File: config.mk
export PLATFORM = sky130hd
export DESIGN_NAME = rdoc_rx_detect_cfg
export DESIGN_NICKNAME = d
export VERILOG_FILES = /design/src/hdl/rdoc_rx_detect_cfg.v /design/src/hdl/rdoc_swing_map.v
export VERILOG_INCLUDE_DIRS = /design/src /design/src/hdl
export SDC_FILE = /design/constraint.sdc
export NUM_CORES = 1
export LEC_CHECK = 0
export BUFFER_PORTS_ARGS = -buffer_cell sky130_fd_sc_hd__buf_2
export CORE_MARGIN = 2
export CORE_UTILIZATION = 60
export DETAILED_ROUTE_END_ITERATION = 6
export PLACE_DENSITY = 0.91
export SLEW_MARGIN = 20
export SYNTH_ARGS = -nofsm -noshare
export SYNTH_HDL_FRONTEND = slang
export SYNTH_SLANG_ARGS = --single-unit
File: constraint.sdc
create_clock -name core_clk -period 5.7 [get_ports core_clk]
set_input_delay 1.14 -clock core_clk [delete_from_list [all_inputs] [get_ports core_clk]]
set_output_delay 1.14 -clock core_clk [all_outputs]
set_load 0.05 [all_outputs]
File: src/hdl/rdoc_consts.vh
// constants for the receiver-detect and output configuration block
`ifndef RDOC_CONSTS_VH
`define RDOC_CONSTS_VH
// core clock rate and detect timing, times in their own units
`define RDOC_CLK_HZ 10000000
`define RDOC_TEST_MS 12
`define RDOC_GIVEUP_MS 600
`define RDOC_PD_PULSE_NS 5000
// derived cycle and test counts
`define RDOC_TEST_CYC ((`RDOC_TEST_MS * `RDOC_CLK_HZ) / 1000)
`define RDOC_GIVEUP_TESTS (`RDOC_GIVEUP_MS / `RDOC_TEST_MS)
`define RDOC_PD_PULSE_CYC ((`RDOC_PD_PULSE_NS * (`RDOC_CLK_HZ / 1000000) + 999) / 1000)
// four-level strap encodings as presented on the 2-bit strap inputs
`define RDOC_LVL_ZERO 2'h0
`define RDOC_LVL_RES 2'h1
`define RDOC_LVL_FLOAT 2'h2
`define RDOC_LVL_ONE 2'h3
// detect codes
`define RDOC_DET_MANUAL_HIZ 2'h0
`define RDOC_DET_AUTO_LIMITED 2'h1
`define RDOC_DET_AUTO_FOREVER 2'h2
`define RDOC_DET_MANUAL_50 2'h3
// register byte offsets
`define RDOC_OFS_CTRL 8'h00
`define RDOC_OFS_SWING 8'h04
`define RDOC_OFS_STATUS 8'h08
// control register fields
`define RDOC_CTRL_DET_LSB 0
`define RDOC_CTRL_TH_LSB 2
`define RDOC_CTRL_DET_OVRD 4
`define RDOC_CTRL_TH_OVRD 5
// swing register fields
`define RDOC_SWING_A_LSB 0
`define RDOC_SWING_B_LSB 4
// reset values
`define RDOC_CTRL_RST 8'h08
`define RDOC_SWING_RST 8'hAA
`endif

File: src/hdl/rdoc_rx_detect_cfg.v
// receiver-detect control and output configuration with wishbone registers
`timescale 1ns/100ps
`include "rdoc_consts.vh"
module rdoc_rx_detect_cfg #(
   parameter TEST_CYC = `RDOC_TEST_CYC,
   parameter GIVEUP_TESTS = `RDOC_GIVEUP_TESTS
) (
   // clock and reset
   input wire core_clk,
   input wire rst_b,
   // wishbone slave
   input wire wb_cyc_i,
   input wire wb_stb_i,
   input wire wb_we_i,
   input wire [7:0] wb_adr_i,
   input wire [3:0] wb_sel_i,
   input wire [31:0] wb_dat_i,
   output reg [31:0] wb_dat_o,
   output reg wb_ack_o,
   // four-level straps, encoded 0:zero 1:resistor 2:float 3:one
   input wire [1:0] swing_strap_group_a_high,
   input wire [1:0] swing_strap_group_a_low,
   input wire [1:0] swing_strap_group_b_high,
   input wire [1:0] swing_strap_group_b_low,
   input wire [1:0] driver_mode_strap,
   input wire [1:0] detect_strap,
   input wire [1:0] signal_sense_threshold_strap,
   // control pins
   input wire power_down_pin,
   input wire register_mode_select,
   // receiver test on the outputs
   input wire rx_present,
   output reg rx_test_q,
   // termination and driver control
   output reg term_50_q,
   output reg input_hiz_q,
   output reg driver_en_q,
   // output settings per lane group
   output reg [3:0] output_swing_a_q,
   output reg [1:0] output_emphasis_reduction_a_q,
   output reg [3:0] output_swing_b_q,
   output reg [1:0] output_emphasis_reduction_b_q,
   // signal-detect threshold code
   output reg [1:0] signal_sense_threshold_strap_code_q
);
   // detect state machine codes
   localparam ST_OFF = 3'h0;
   localparam ST_WAIT = 3'h1;
   localparam ST_TEST = 3'h2;
   localparam ST_FOUND = 3'h3;
   localparam ST_GAVEUP = 3'h4;

   reg [7:0] ctrl_q;
   reg [7:0] swing_q;
   reg [2:0] state_q;
   reg [2:0] state_d;
   reg [31:0] ivl_cnt_q;
   reg [7:0] tries_q;
   reg [15:0] pd_cnt_q;
   reg pd_restart_q;
   wire [1:0] det_code;
   wire [1:0] th_code;
   wire [3:0] sw_a_idx;
   wire [3:0] sw_b_idx;
   wire [3:0] map_a_swing;
   wire [1:0] map_a_emph;
   wire [3:0] map_b_swing;
   wire [1:0] map_b_emph;
   wire bus_req;
   wire auto_mode;
   wire emph_on;
   wire ivl_done;

   // threshold strap level to register code
   function [1:0] th_from_level;
      input [1:0] lvl;
      begin
         case (lvl)
            `RDOC_LVL_ZERO: th_from_level = 2'h2;
            `RDOC_LVL_RES: th_from_level = 2'h1;
            `RDOC_LVL_FLOAT: th_from_level = 2'h0;
            default: th_from_level = 2'h3;
         endcase
      end
   endfunction

   // straps stay in charge until register mode and the override bit agree
   assign det_code = (register_mode_select && ctrl_q[`RDOC_CTRL_DET_OVRD]) ?
      ctrl_q[`RDOC_CTRL_DET_LSB +: 2] : detect_strap;
   assign th_code = (register_mode_select && ctrl_q[`RDOC_CTRL_TH_OVRD]) ?
      ctrl_q[`RDOC_CTRL_TH_LSB +: 2] : th_from_level(signal_sense_threshold_strap);

   // in register mode the strap pins become addresses, so swing comes from the register
   assign sw_a_idx = register_mode_select ? swing_q[`RDOC_SWING_A_LSB +: 4] :
      {swing_strap_group_a_high, swing_strap_group_a_low};
   assign sw_b_idx = register_mode_select ? swing_q[`RDOC_SWING_B_LSB +: 4] :
      {swing_strap_group_b_high, swing_strap_group_b_low};

   rdoc_swing_map u_map_a (
      .level_idx(sw_a_idx),
      .swing_code(map_a_swing),
      .emph_code(map_a_emph)
   );

   rdoc_swing_map u_map_b (
      .level_idx(sw_b_idx),
      .swing_code(map_b_swing),
      .emph_code(map_b_emph)
   );

   // de-emphasis is dropped only in transparent-without-emphasis driver mode
   assign emph_on = (driver_mode_strap == `RDOC_LVL_ONE) ||
      (driver_mode_strap != `RDOC_LVL_RES);

   assign auto_mode = (det_code == `RDOC_DET_AUTO_LIMITED) ||
      (det_code == `RDOC_DET_AUTO_FOREVER);
   // the test cycle itself is the last cycle of an interval, so wait one less
   assign ivl_done = (ivl_cnt_q == TEST_CYC - 2);
   assign bus_req = wb_cyc_i && wb_stb_i;

   // wishbone: ack one cycle after request, write lands at the acked edge
   always @(posedge core_clk or negedge rst_b) begin
      if (!rst_b) begin
         wb_ack_o <= 1'b0;
         wb_dat_o <= 32'h0000_0000;
      end else begin
         wb_ack_o <= bus_req && !wb_ack_o;
         if (bus_req && !wb_ack_o) begin
            case (wb_adr_i)
               `RDOC_OFS_CTRL: wb_dat_o <= {24'h00_0000, ctrl_q};
               `RDOC_OFS_SWING: wb_dat_o <= {24'h00_0000, swing_q};
               `RDOC_OFS_STATUS: wb_dat_o <= {24'h00_0000, power_down_pin, term_50_q,
                  pd_restart_q, tries_q[4:0] == 5'h00, 1'b0, state_q};
               default: wb_dat_o <= 32'h0000_0000; // unmapped reads as zero
            endcase
         end
      end
   end

   // config registers; power-down leaves them alone, mode-select low reloads their reset values
   always @(posedge core_clk or negedge rst_b) begin
      if (!rst_b) begin
         ctrl_q <= `RDOC_CTRL_RST;
         swing_q <= `RDOC_SWING_RST;
      end else if (!register_mode_select) begin
         ctrl_q <= `RDOC_CTRL_RST;
         swing_q <= `RDOC_SWING_RST;
      end else if (bus_req && wb_ack_o && wb_we_i && wb_sel_i[0]) begin
         if (wb_adr_i == `RDOC_OFS_CTRL) begin
            ctrl_q <= {2'h0, wb_dat_i[5:0]};
         end
         if (wb_adr_i == `RDOC_OFS_SWING) begin
            swing_q <= wb_dat_i[7:0];
         end
      end
   end

   // power-down pulse width monitor; a pulse of full length flags a restart
   always @(posedge core_clk or negedge rst_b) begin
      if (!rst_b) begin
         pd_cnt_q <= 16'h0000;
         pd_restart_q <= 1'b0;
      end else if (power_down_pin) begin
         if (pd_cnt_q != 16'hFFFF) begin
            pd_cnt_q <= pd_cnt_q + 16'h0001;
         end
      end else begin
         pd_cnt_q <= 16'h0000;
         if (pd_cnt_q >= `RDOC_PD_PULSE_CYC) begin
            pd_restart_q <= 1'b1;
         end else if (state_q == ST_FOUND) begin
            pd_restart_q <= 1'b0;
         end
      end
   end

   // detect state machine next state
   always @* begin
      state_d = state_q;
      case (state_q)
         ST_OFF: begin
            if (auto_mode) begin
               state_d = ST_WAIT;
            end
         end
         ST_WAIT: begin
            if (!auto_mode) begin
               state_d = ST_OFF;
            end else if (ivl_done) begin
               state_d = ST_TEST;
            end
         end
         ST_TEST: begin
            if (rx_present) begin
               state_d = ST_FOUND;
            end else if (det_code == `RDOC_DET_AUTO_LIMITED &&
                  tries_q >= GIVEUP_TESTS - 1) begin
               state_d = ST_GAVEUP;
            end else begin
               state_d = ST_WAIT;
            end
         end
         ST_FOUND: begin
            if (!auto_mode) begin
               state_d = ST_OFF;
            end
         end
         ST_GAVEUP: begin
            if (!auto_mode) begin
               state_d = ST_OFF;
            end
         end
         default: state_d = ST_OFF;
      endcase
   end

   // state, interval counter and try count; power-down restarts all of it
   always @(posedge core_clk or negedge rst_b) begin
      if (!rst_b) begin
         state_q <= ST_OFF;
         ivl_cnt_q <= 32'h0000_0000;
         tries_q <= 8'h00;
      end else if (power_down_pin) begin
         state_q <= ST_OFF;
         ivl_cnt_q <= 32'h0000_0000;
         tries_q <= 8'h00;
      end else begin
         state_q <= state_d;
         if (state_q == ST_WAIT && !ivl_done) begin
            ivl_cnt_q <= ivl_cnt_q + 32'h0000_0001;
         end else begin
            ivl_cnt_q <= 32'h0000_0000;
         end
         if (state_q == ST_OFF) begin
            tries_q <= 8'h00;
         end else if (state_q == ST_TEST && tries_q != 8'hFF) begin
            tries_q <= tries_q + 8'h01;
         end
      end
   end

   // pin outputs registered so they never glitch onto the analog controls
   always @(posedge core_clk or negedge rst_b) begin
      if (!rst_b) begin
         rx_test_q <= 1'b0;
         term_50_q <= 1'b0;
         input_hiz_q <= 1'b1;
         driver_en_q <= 1'b0;
         output_swing_a_q <= 4'h0;
         output_emphasis_reduction_a_q <= 2'h0;
         output_swing_b_q <= 4'h0;
         output_emphasis_reduction_b_q <= 2'h0;
         signal_sense_threshold_strap_code_q <= 2'h0;
      end else begin
         rx_test_q <= !power_down_pin && state_d == ST_TEST && state_q == ST_WAIT;
         if (power_down_pin) begin
            term_50_q <= 1'b0;
            input_hiz_q <= 1'b1;
            driver_en_q <= 1'b0;
         end else if (det_code == `RDOC_DET_MANUAL_50) begin
            term_50_q <= 1'b1;
            input_hiz_q <= 1'b0;
            driver_en_q <= 1'b1;
         end else if (auto_mode) begin
            term_50_q <= state_q == ST_FOUND;
            input_hiz_q <= state_q != ST_FOUND;
            driver_en_q <= 1'b1;
         end else begin
            term_50_q <= 1'b0;
            input_hiz_q <= 1'b1;
            driver_en_q <= 1'b1;
         end
         output_swing_a_q <= map_a_swing;
         output_swing_b_q <= map_b_swing;
         output_emphasis_reduction_a_q <= emph_on ? map_a_emph : 2'h0;
         output_emphasis_reduction_b_q <= emph_on ? map_b_emph : 2'h0;
         signal_sense_threshold_strap_code_q <= th_code;
      end
   end
endmodule

File: src/hdl/rdoc_swing_map.v
// maps a strap level pair to output swing and emphasis reduction codes
`timescale 1ns/100ps
module rdoc_swing_map (
   // level pair {high strap, low strap}
   input wire [3:0] level_idx,
   // swing in 100 mV steps and emphasis code (0:0 dB 1:-3.5 2:-6 3:-9)
   output reg [3:0] swing_code,
   output reg [1:0] emph_code
);
   // sixteen settings from 0.8 V flat up to 1.3 V at -9 dB
   always @* begin
      swing_code = 4'h8;
      emph_code = 2'h0;
      case (level_idx)
         4'h0: begin swing_code = 4'h8; emph_code = 2'h0; end
         4'h1: begin swing_code = 4'h9; emph_code = 2'h0; end
         4'h2: begin swing_code = 4'h9; emph_code = 2'h1; end
         4'h3: begin swing_code = 4'hA; emph_code = 2'h0; end
         4'h4: begin swing_code = 4'hA; emph_code = 2'h1; end
         4'h5: begin swing_code = 4'hA; emph_code = 2'h2; end
         4'h6: begin swing_code = 4'hB; emph_code = 2'h0; end
         4'h7: begin swing_code = 4'hB; emph_code = 2'h1; end
         4'h8: begin swing_code = 4'hB; emph_code = 2'h2; end
         4'h9: begin swing_code = 4'hC; emph_code = 2'h0; end
         4'hA: begin swing_code = 4'hC; emph_code = 2'h1; end
         4'hB: begin swing_code = 4'hC; emph_code = 2'h2; end
         4'hC: begin swing_code = 4'hD; emph_code = 2'h0; end
         4'hD: begin swing_code = 4'hD; emph_code = 2'h1; end
         4'hE: begin swing_code = 4'hD; emph_code = 2'h2; end
         default: begin swing_code = 4'hD; emph_code = 2'h3; end
      endcase
   end
endmodule
# Yosys cells after proc, flatten, opt, wreduce, memory -nomap -nowiden

Memories as Yosys holds them, arrays and structs flattened.
Index checks and enable logic that the tools add are counted.

Mux-type cells: 38
Reductions and logical operators: 27
Shift-type cells: 0
Bitwise operators: 1
Add/subtract/negate cells: 3
Equality and inequality tests: 22
Divide/modulo/power cells: 0
$lt $le $gt $ge: 2
Multiply operators: 0

Operators by type and width:

| kind                                                                | count |
|---|---|
| two-way mux 8 bit                                                   | 9 |
| two-way mux 32 bit                                                  | 2 |
| adder 32 x 1 -> 32 bit (second input constant)                      | 1 |
| equality test 32 x 17 -> 1 bit (second input constant)              | 1 |
| two-way mux 16 bit                                                  | 2 |
| case mux 8 bit (3 select lines)                                     | 1 |
| two-way mux 3 bit                                                   | 7 |
| adder 16 x 1 -> 16 bit (second input constant)                      | 1 |
| greater-or-equal comparator 16 x 6 -> 1 bit (second input constant) | 1 |
| inequality test 16 bit (second input constant)                      | 1 |
| logical AND 1 bit                                                   | 12 |
| case mux 3 bit (4 select lines)                                     | 1 |
| inequality test 2 x 1 -> 1 bit (second input constant)              | 5 |
| equality test 3 x 2 -> 1 bit (second input constant)                | 3 |
| two-way mux 1 bit                                                   | 9 |
| adder 8 x 1 -> 8 bit (second input constant)                        | 1 |
| equality test 2 bit (second input constant)                         | 4 |
| equality test 8 x 3 -> 1 bit (second input constant)                | 1 |
| equality test 8 x 4 -> 1 bit (second input constant)                | 1 |
| greater-or-equal comparator 8 x 6 -> 1 bit (second input constant)  | 1 |
| zero test 8 bit                                                     | 1 |
| two-way mux 2 bit                                                   | 4 |
| two-way mux 4 bit                                                   | 2 |
| inequality test 8 bit (second input constant)                       | 1 |
| 15 further kinds                                                    | 21 |

Input port bits: 66
Logic and storage cells: 113
Memories kept: 2
Memory bits (read-only): 160
RAM bits: 0
Register bits: 127
Latch bits: 0

Memory list:

| memory          | depth | width | read ports | clocked after Yosys merged registers in | wr ports | line                | RTL |
|---|---|---|---|---|---|---|---|
| (no name shown) | 16    | 5     | 1          | 0                                       | 0        | rdoc_swing_map.v:14 | `case (level_idx)` |
| (no name shown) | 16    | 5     | 1          | 0                                       | 0        | rdoc_swing_map.v:14 |  |

# Depth between registers and ports, before layout

Word-level depth: 10
Depth in mapped cells: 9
Mapped depth without buffers: 8

# Modules after synthesis

A second synthesis with hierarchy kept.

Cells, all modules: 598
Area total of the unflattened synthesis: 5,788.1 um^2

By module, submodules not included:

| module             | area an instance (um^2) | sequential area each (um^2) | times used | cells an instance |
|---|---|---|---|---|
| rdoc_rx_detect_cfg | 5,412.7                 | 2,534.9                     | 1          | 548 |
| rdoc_swing_map     | 187.7                   | 0.0                         | 2          | 25 |

# Least setup slack after synthesis

OpenSTA, ideal clock, no wires.

Kind: input-to-reg
Start point: in register_mode_select
End point: reg state_q[1]
Required time: 5,606 ps
Buffers on the path: 1
Stages: 7
Setup time: 94 ps
Data arrival time: 2,772 ps
Setup slack: 2,834 ps
Path through: clkbuf_1 nand2_1 mux2_2 ha_1 nand2_1 or3_1 a211oi_1

Longest elaborated chain between the ends: 7
Elaborated cells between the ends (all ways): 10
Those cells by class: 2 x eq/ne; 6 x mux; 2 x reduce/logical

RTL lines:

| item                                                                          | line                     | RTL |
|---|---|---|
| from (decl)                                                                   | rdoc_rx_detect_cfg.v:30  | `input wire register_mode_select,` |
| logical AND 1 bit *                                                           | rdoc_rx_detect_cfg.v:88  | `` assign det_code = (register_mode_select && ctrl_q[`RDOC_CTRL_DET_OVRD]) ? `` |
| two-way mux 2 bit *                                                           | rdoc_rx_detect_cfg.v:88  |  |
| equality test 2 x 1 -> 1 bit (no line) or equality test 2 bit (tied branches) | --                       |  |
| logical OR 1 bit *                                                            | rdoc_rx_detect_cfg.v:115 | `` assign auto_mode = (det_code == `RDOC_DET_AUTO_LIMITED) \|\| `` |
| two-way mux 3 bit, on equally long branches                                   | --                       |  |
| case mux 3 bit (4 select lines) *                                             | rdoc_rx_detect_cfg.v:180 | `case (state_q)` |
| two-way mux 3 bit *                                                           | rdoc_rx_detect_cfg.v:223 | `end else if (power_down_pin) begin` |
| to (signal assigned)                                                          | rdoc_rx_detect_cfg.v:228 | `state_q <= state_d;` |
| to (decl)                                                                     | rdoc_rx_detect_cfg.v:55  | `reg [2:0] state_q;` |

Mark *: on every way between the ends. The rest lies on a longest branch, timed or not.
A chain may end at the register's enable or synchronous reset.

# Worst setup path in the final report

Start point: in register_mode_select
End point: reg state_q[0]

Longest elaborated chain between the ends: 8
Elaborated cells between the ends (all ways): 13
Those cells by class: 2 x eq/ne; 8 x mux; 3 x reduce/logical

RTL lines:

| item                                   | line                     | RTL |
|---|---|---|
| logical AND 1 bit *                    | rdoc_rx_detect_cfg.v:88  |  |
| two-way mux 2 bit *                    | rdoc_rx_detect_cfg.v:88  |  |
| equality test 2 x 1 -> 1 bit (no line) | --                       |  |
| logical AND 1 bit                      | rdoc_rx_detect_cfg.v:196 | `` end else if (det_code == `RDOC_DET_AUTO_LIMITED && `` |
| two-way mux 3 bit                      | rdoc_rx_detect_cfg.v:196 |  |
| two-way mux 3 bit                      | rdoc_rx_detect_cfg.v:194 | `if (rx_present) begin` |
| case mux 3 bit (4 select lines) *      | rdoc_rx_detect_cfg.v:180 |  |
| two-way mux 3 bit *                    | rdoc_rx_detect_cfg.v:223 |  |

Marks and branches as above.

==> results.txt <==
- The most common cell in the synthesized netlist is sky130_fd_sc_hd__dfrtp_1.
* Count of input and output buffers: 65
* Arrival time at the worst endpoint: between 3 and 4 ns
* Count of max-cap constraint violations: 0
- Largest clock skew in the final design: around 0.016 ns
* Post-synthesis cell type count: 52
* Setup repair after global routing missed its margin: no
- Synth Flop Type: sky130_fd_sc_hd__dfrtp_1
- Worst Setup Slack, final: between 2 and 3 ns
- Total power per unit cell area: 224.2 mW/mm^2
- The worst setup path is captured at a flip-flop.
- Dominant cell type by area after synthesis: sky130_fd_sc_hd__dfrtp_1
- Area occupied by multi-input gates: roughly 0.0028 sq mm
- The via count of the first global-routing pass is roughly 4500.
- Area growth from synthesis to layout: 8.289%
* Fraction of post-synthesis cell area in the top cell type by area: between 40% and 50%
- The region available for standard cell placement spans between 0.009 and 0.01 sq mm.
- Routability congestion estimate from global placement: 0.9307
- Width of the die: around 100 microns
* Ports placed on the boundary: about 120
- Post-layout nets: ~730
* Commonest cells post-synth: sky130_fd_sc_hd__dfrtp_1, sky130_fd_sc_hd__nand2_1, sky130_fd_sc_hd__a21oi_1
- Mapped Cells: between 500 and 600
* Average wire per cell in the routed design: around 17 microns
* Clock edge transition at the registers on the reported setup and hold paths: 0.09 ns
* Clock Sinks: 100
- Peak fanout along the critical path: 31
- In the routed layout, each cell is associated on average with a via count of about 6.3.
- Largest cells by area after synthesis: sky130_fd_sc_hd__dfrtp_1, sky130_fd_sc_hd__mux2i_1, sky130_fd_sc_hd__ha_1
- Resize count post-CTS: 0
* Post-route cell area: 0.006081 sq mm
* Sequential cell area in the final layout: 0.002510 sq mm
- The number of hold buffers added after CTS was 0.
- The run finished with clean final reports.
- The clock period could shrink to a little over 3 ns.
- Fraction of final layout cells with drive strength greater than 1: about 16%
- Once detail routing completed, the nets flagged for antenna violations numbered 0.
- The initial antenna violation count was 0.
- Overall die height: 100.7 microns
* Post-Place Worst Slack: ~2.3 ns
- Endpoints failing setup: 0
* Transition at the pin with the smallest max-transition slack: around 0.84 ns
- Number of flip-flops and latches in the synthesized netlist: 100
* Type of the most critical hold path: reg2reg
* Combined area of all synthesized cells: between 0.005 and 0.006 sq mm
- Final period utilization: 53.84%
- Post-synth EDFFs: 0
- The H-tree generated during clock tree synthesis spans 3 levels.
- Global-route wire length before repair: between 20000 and 25000 microns
- A synthesized cell averages between 9 and 10 sq um.
- Iter 0 DRT Violations: 283
- Yosys printed 0 warnings.
* Required time worst endpoint: 5.93 ns
- The number of hold-slack violations in the final timing report was 0.
* Buffer depth of the longest clock path: 2
- Aggregate global-route resource usage: between 20 and 30%
* Detailed-route wire length: around 13000 microns
- Starting Density: roughly three fifths
- Die footprint: a little over 0.01 sq mm
* Routed via count: roughly 4700
* Number of inserted diodes: 0
* Total cell area at the placement stage: between 0.005 and 0.006 sq mm
- The number of slew-limit violations in the final report is 0.
- The critical path is of the in2reg type.
- After synthesis, flip-flops and latches occupy 44.70% of the total area.
- The total overflow left after global routing is 0.
- In this run the core area contains 35 standard-cell rows.
- Clock latency of the later-clocked register in the worst-skew pair: 0.37 ns
- CTS Root Cell: sky130_fd_sc_hd__clkbuf_8
* Setup crit start kind: primary input
- The number of clock buffers added by TritonCTS is 9.
* Pin count of the biggest net entering global routing: 55
- In this run the post-CTS setup repair buffer count came out at 0.
* Hpwl dp: around 9000 microns
* Maximum achievable frequency: between 300 and 400 MHz
- TritonCTS built the clock tree.
- In the routed design, unresolved DRC markers number 0.
* Remaining max-slew budget at the tightest pin: around 44%
- The analysis attributes to cell leakage a power of 0.002687 uW.
* Fraction of registers with async set/reset: 100.0%
- The worst-case IR drop observed on VDD is ~0.11 mV.
- The pre-antenna-repair detailed-routing pass consisted of 5 iterations.
- Number of fillers in the final layout: 664
* Aggregate negative setup slack: 0 ns
[final cells by class]
cell class                      instances  area share [%]
Multi-Input combinational cell        436           46.11
Sequential cell                       100           41.28
Timing Repair Buffer                   67           5.638
Clock buffer                           12           2.387
Tap cell                              111           2.284
Inverter                               24           1.481
Clock inverter                          4          0.8230
[kinds of logic after synthesis]
kind of cell	synth area share [%]
xor+xnor	2.339
flops	44.70
other cells	0.1337
simple gates	21.99
mux	5.994
fa+ha+maj	4.679
buf+inv	6.907
compound gates	13.26
[metal layers]
layer | track usage (%) | up-vias | wire (microns)
met1 | 31.29 | 2301 | 5159
met5 | 0 | - | 0
met2 | 44.26 | 217 | 6345
met4 | 9.800 | 0 | 280
met3 | 4.646 | 30 | 789
li1 | - | 2197 | -
[registers in the layout, summed over array words and instances, names as in the netlist, 2 cells and up]
signal / cells
ctrl_q: 6
ivl_cnt_q: 32
output_emphasis_reduction_a_q: 2
output_emphasis_reduction_b_q: 2
output_swing_a_q: 4
output_swing_b_q: 3
pd_cnt_q: 16
signal_sense_threshold_strap_code_q: 2
state_q: 3
swing_q: 8
tries_q: 8
wb_dat_o: 8
[placed cells by master (no fill, tap or decap), types with 15 or more instances in the layout]
| master | count |
|---|---|
| sky130_fd_sc_hd__buf_2 | 64 |
| sky130_fd_sc_hd__conb_1 | 25 |
| sky130_fd_sc_hd__inv_1 | 24 |
| sky130_fd_sc_hd__o21ai_0 | 27 |
| sky130_fd_sc_hd__nand3_1 | 23 |
| sky130_fd_sc_hd__mux2i_1 | 28 |
| sky130_fd_sc_hd__a21oi_1 | 38 |
| sky130_fd_sc_hd__nand4_1 | 25 |
| sky130_fd_sc_hd__ha_1 | 21 |
| sky130_fd_sc_hd__nor2_1 | 31 |
| sky130_fd_sc_hd__o31ai_1 | 15 |
| sky130_fd_sc_hd__nand2_1 | 52 |
| sky130_fd_sc_hd__dfrtp_1 | 94 |
[per-stage QoR]
step	total power [uW]	std cells	hold slack, ns	util [%]
after global placement	914.2	738	0.4603	64.31
after CTS	1368	754	0.4940	66.44
after detailed placement	921.0	738	0.4850	64.31
final	1363	754	0.4878	66.44
after global routing	1412	754	0.5237	66.44
after floorplan	880.1	613	0.4467	-
[final timing paths]
path / cells after the start / to / slack (ns) / from
max in group asynchronous: 2 / ctrl_q[5] / 3.84 / rst_b
min in group asynchronous: 1 / output_swing_b_q[1] / 0.77 / rst_b
max reg2reg: 4 / ivl_cnt_q[26] / 3.41 / ivl_cnt_q[2]
min reg2reg: 1 / ivl_cnt_q[0] / 0.49 / ivl_cnt_q[0]
max: 9 / state_q[0] / 2.63 / register_mode_select
min: 1 / ivl_cnt_q[0] / 0.49 / ivl_cnt_q[0]
[worst max-delay path, stage by stage]
cell and delay (ns):
sky130_fd_sc_hd__buf_2 0.46, sky130_fd_sc_hd__nand2_1 0.21, sky130_fd_sc_hd__mux2_2 0.33, sky130_fd_sc_hd__inv_1 0.06
sky130_fd_sc_hd__ha_1 0.15, sky130_fd_sc_hd__inv_1 0.04, sky130_fd_sc_hd__a2111oi_0 0.55, sky130_fd_sc_hd__a31oi_1 0.19
sky130_fd_sc_hd__nor4b_1 0.17
[power by group]
group	leakage, uW	total, uW	internal (uW)	switching, uW
clock	0.0000926	455	215	240
sequential	0.00134	730	722	8.12
combinational	0.00125	179	40.0	139
Power figures use the tool's default switching activity.
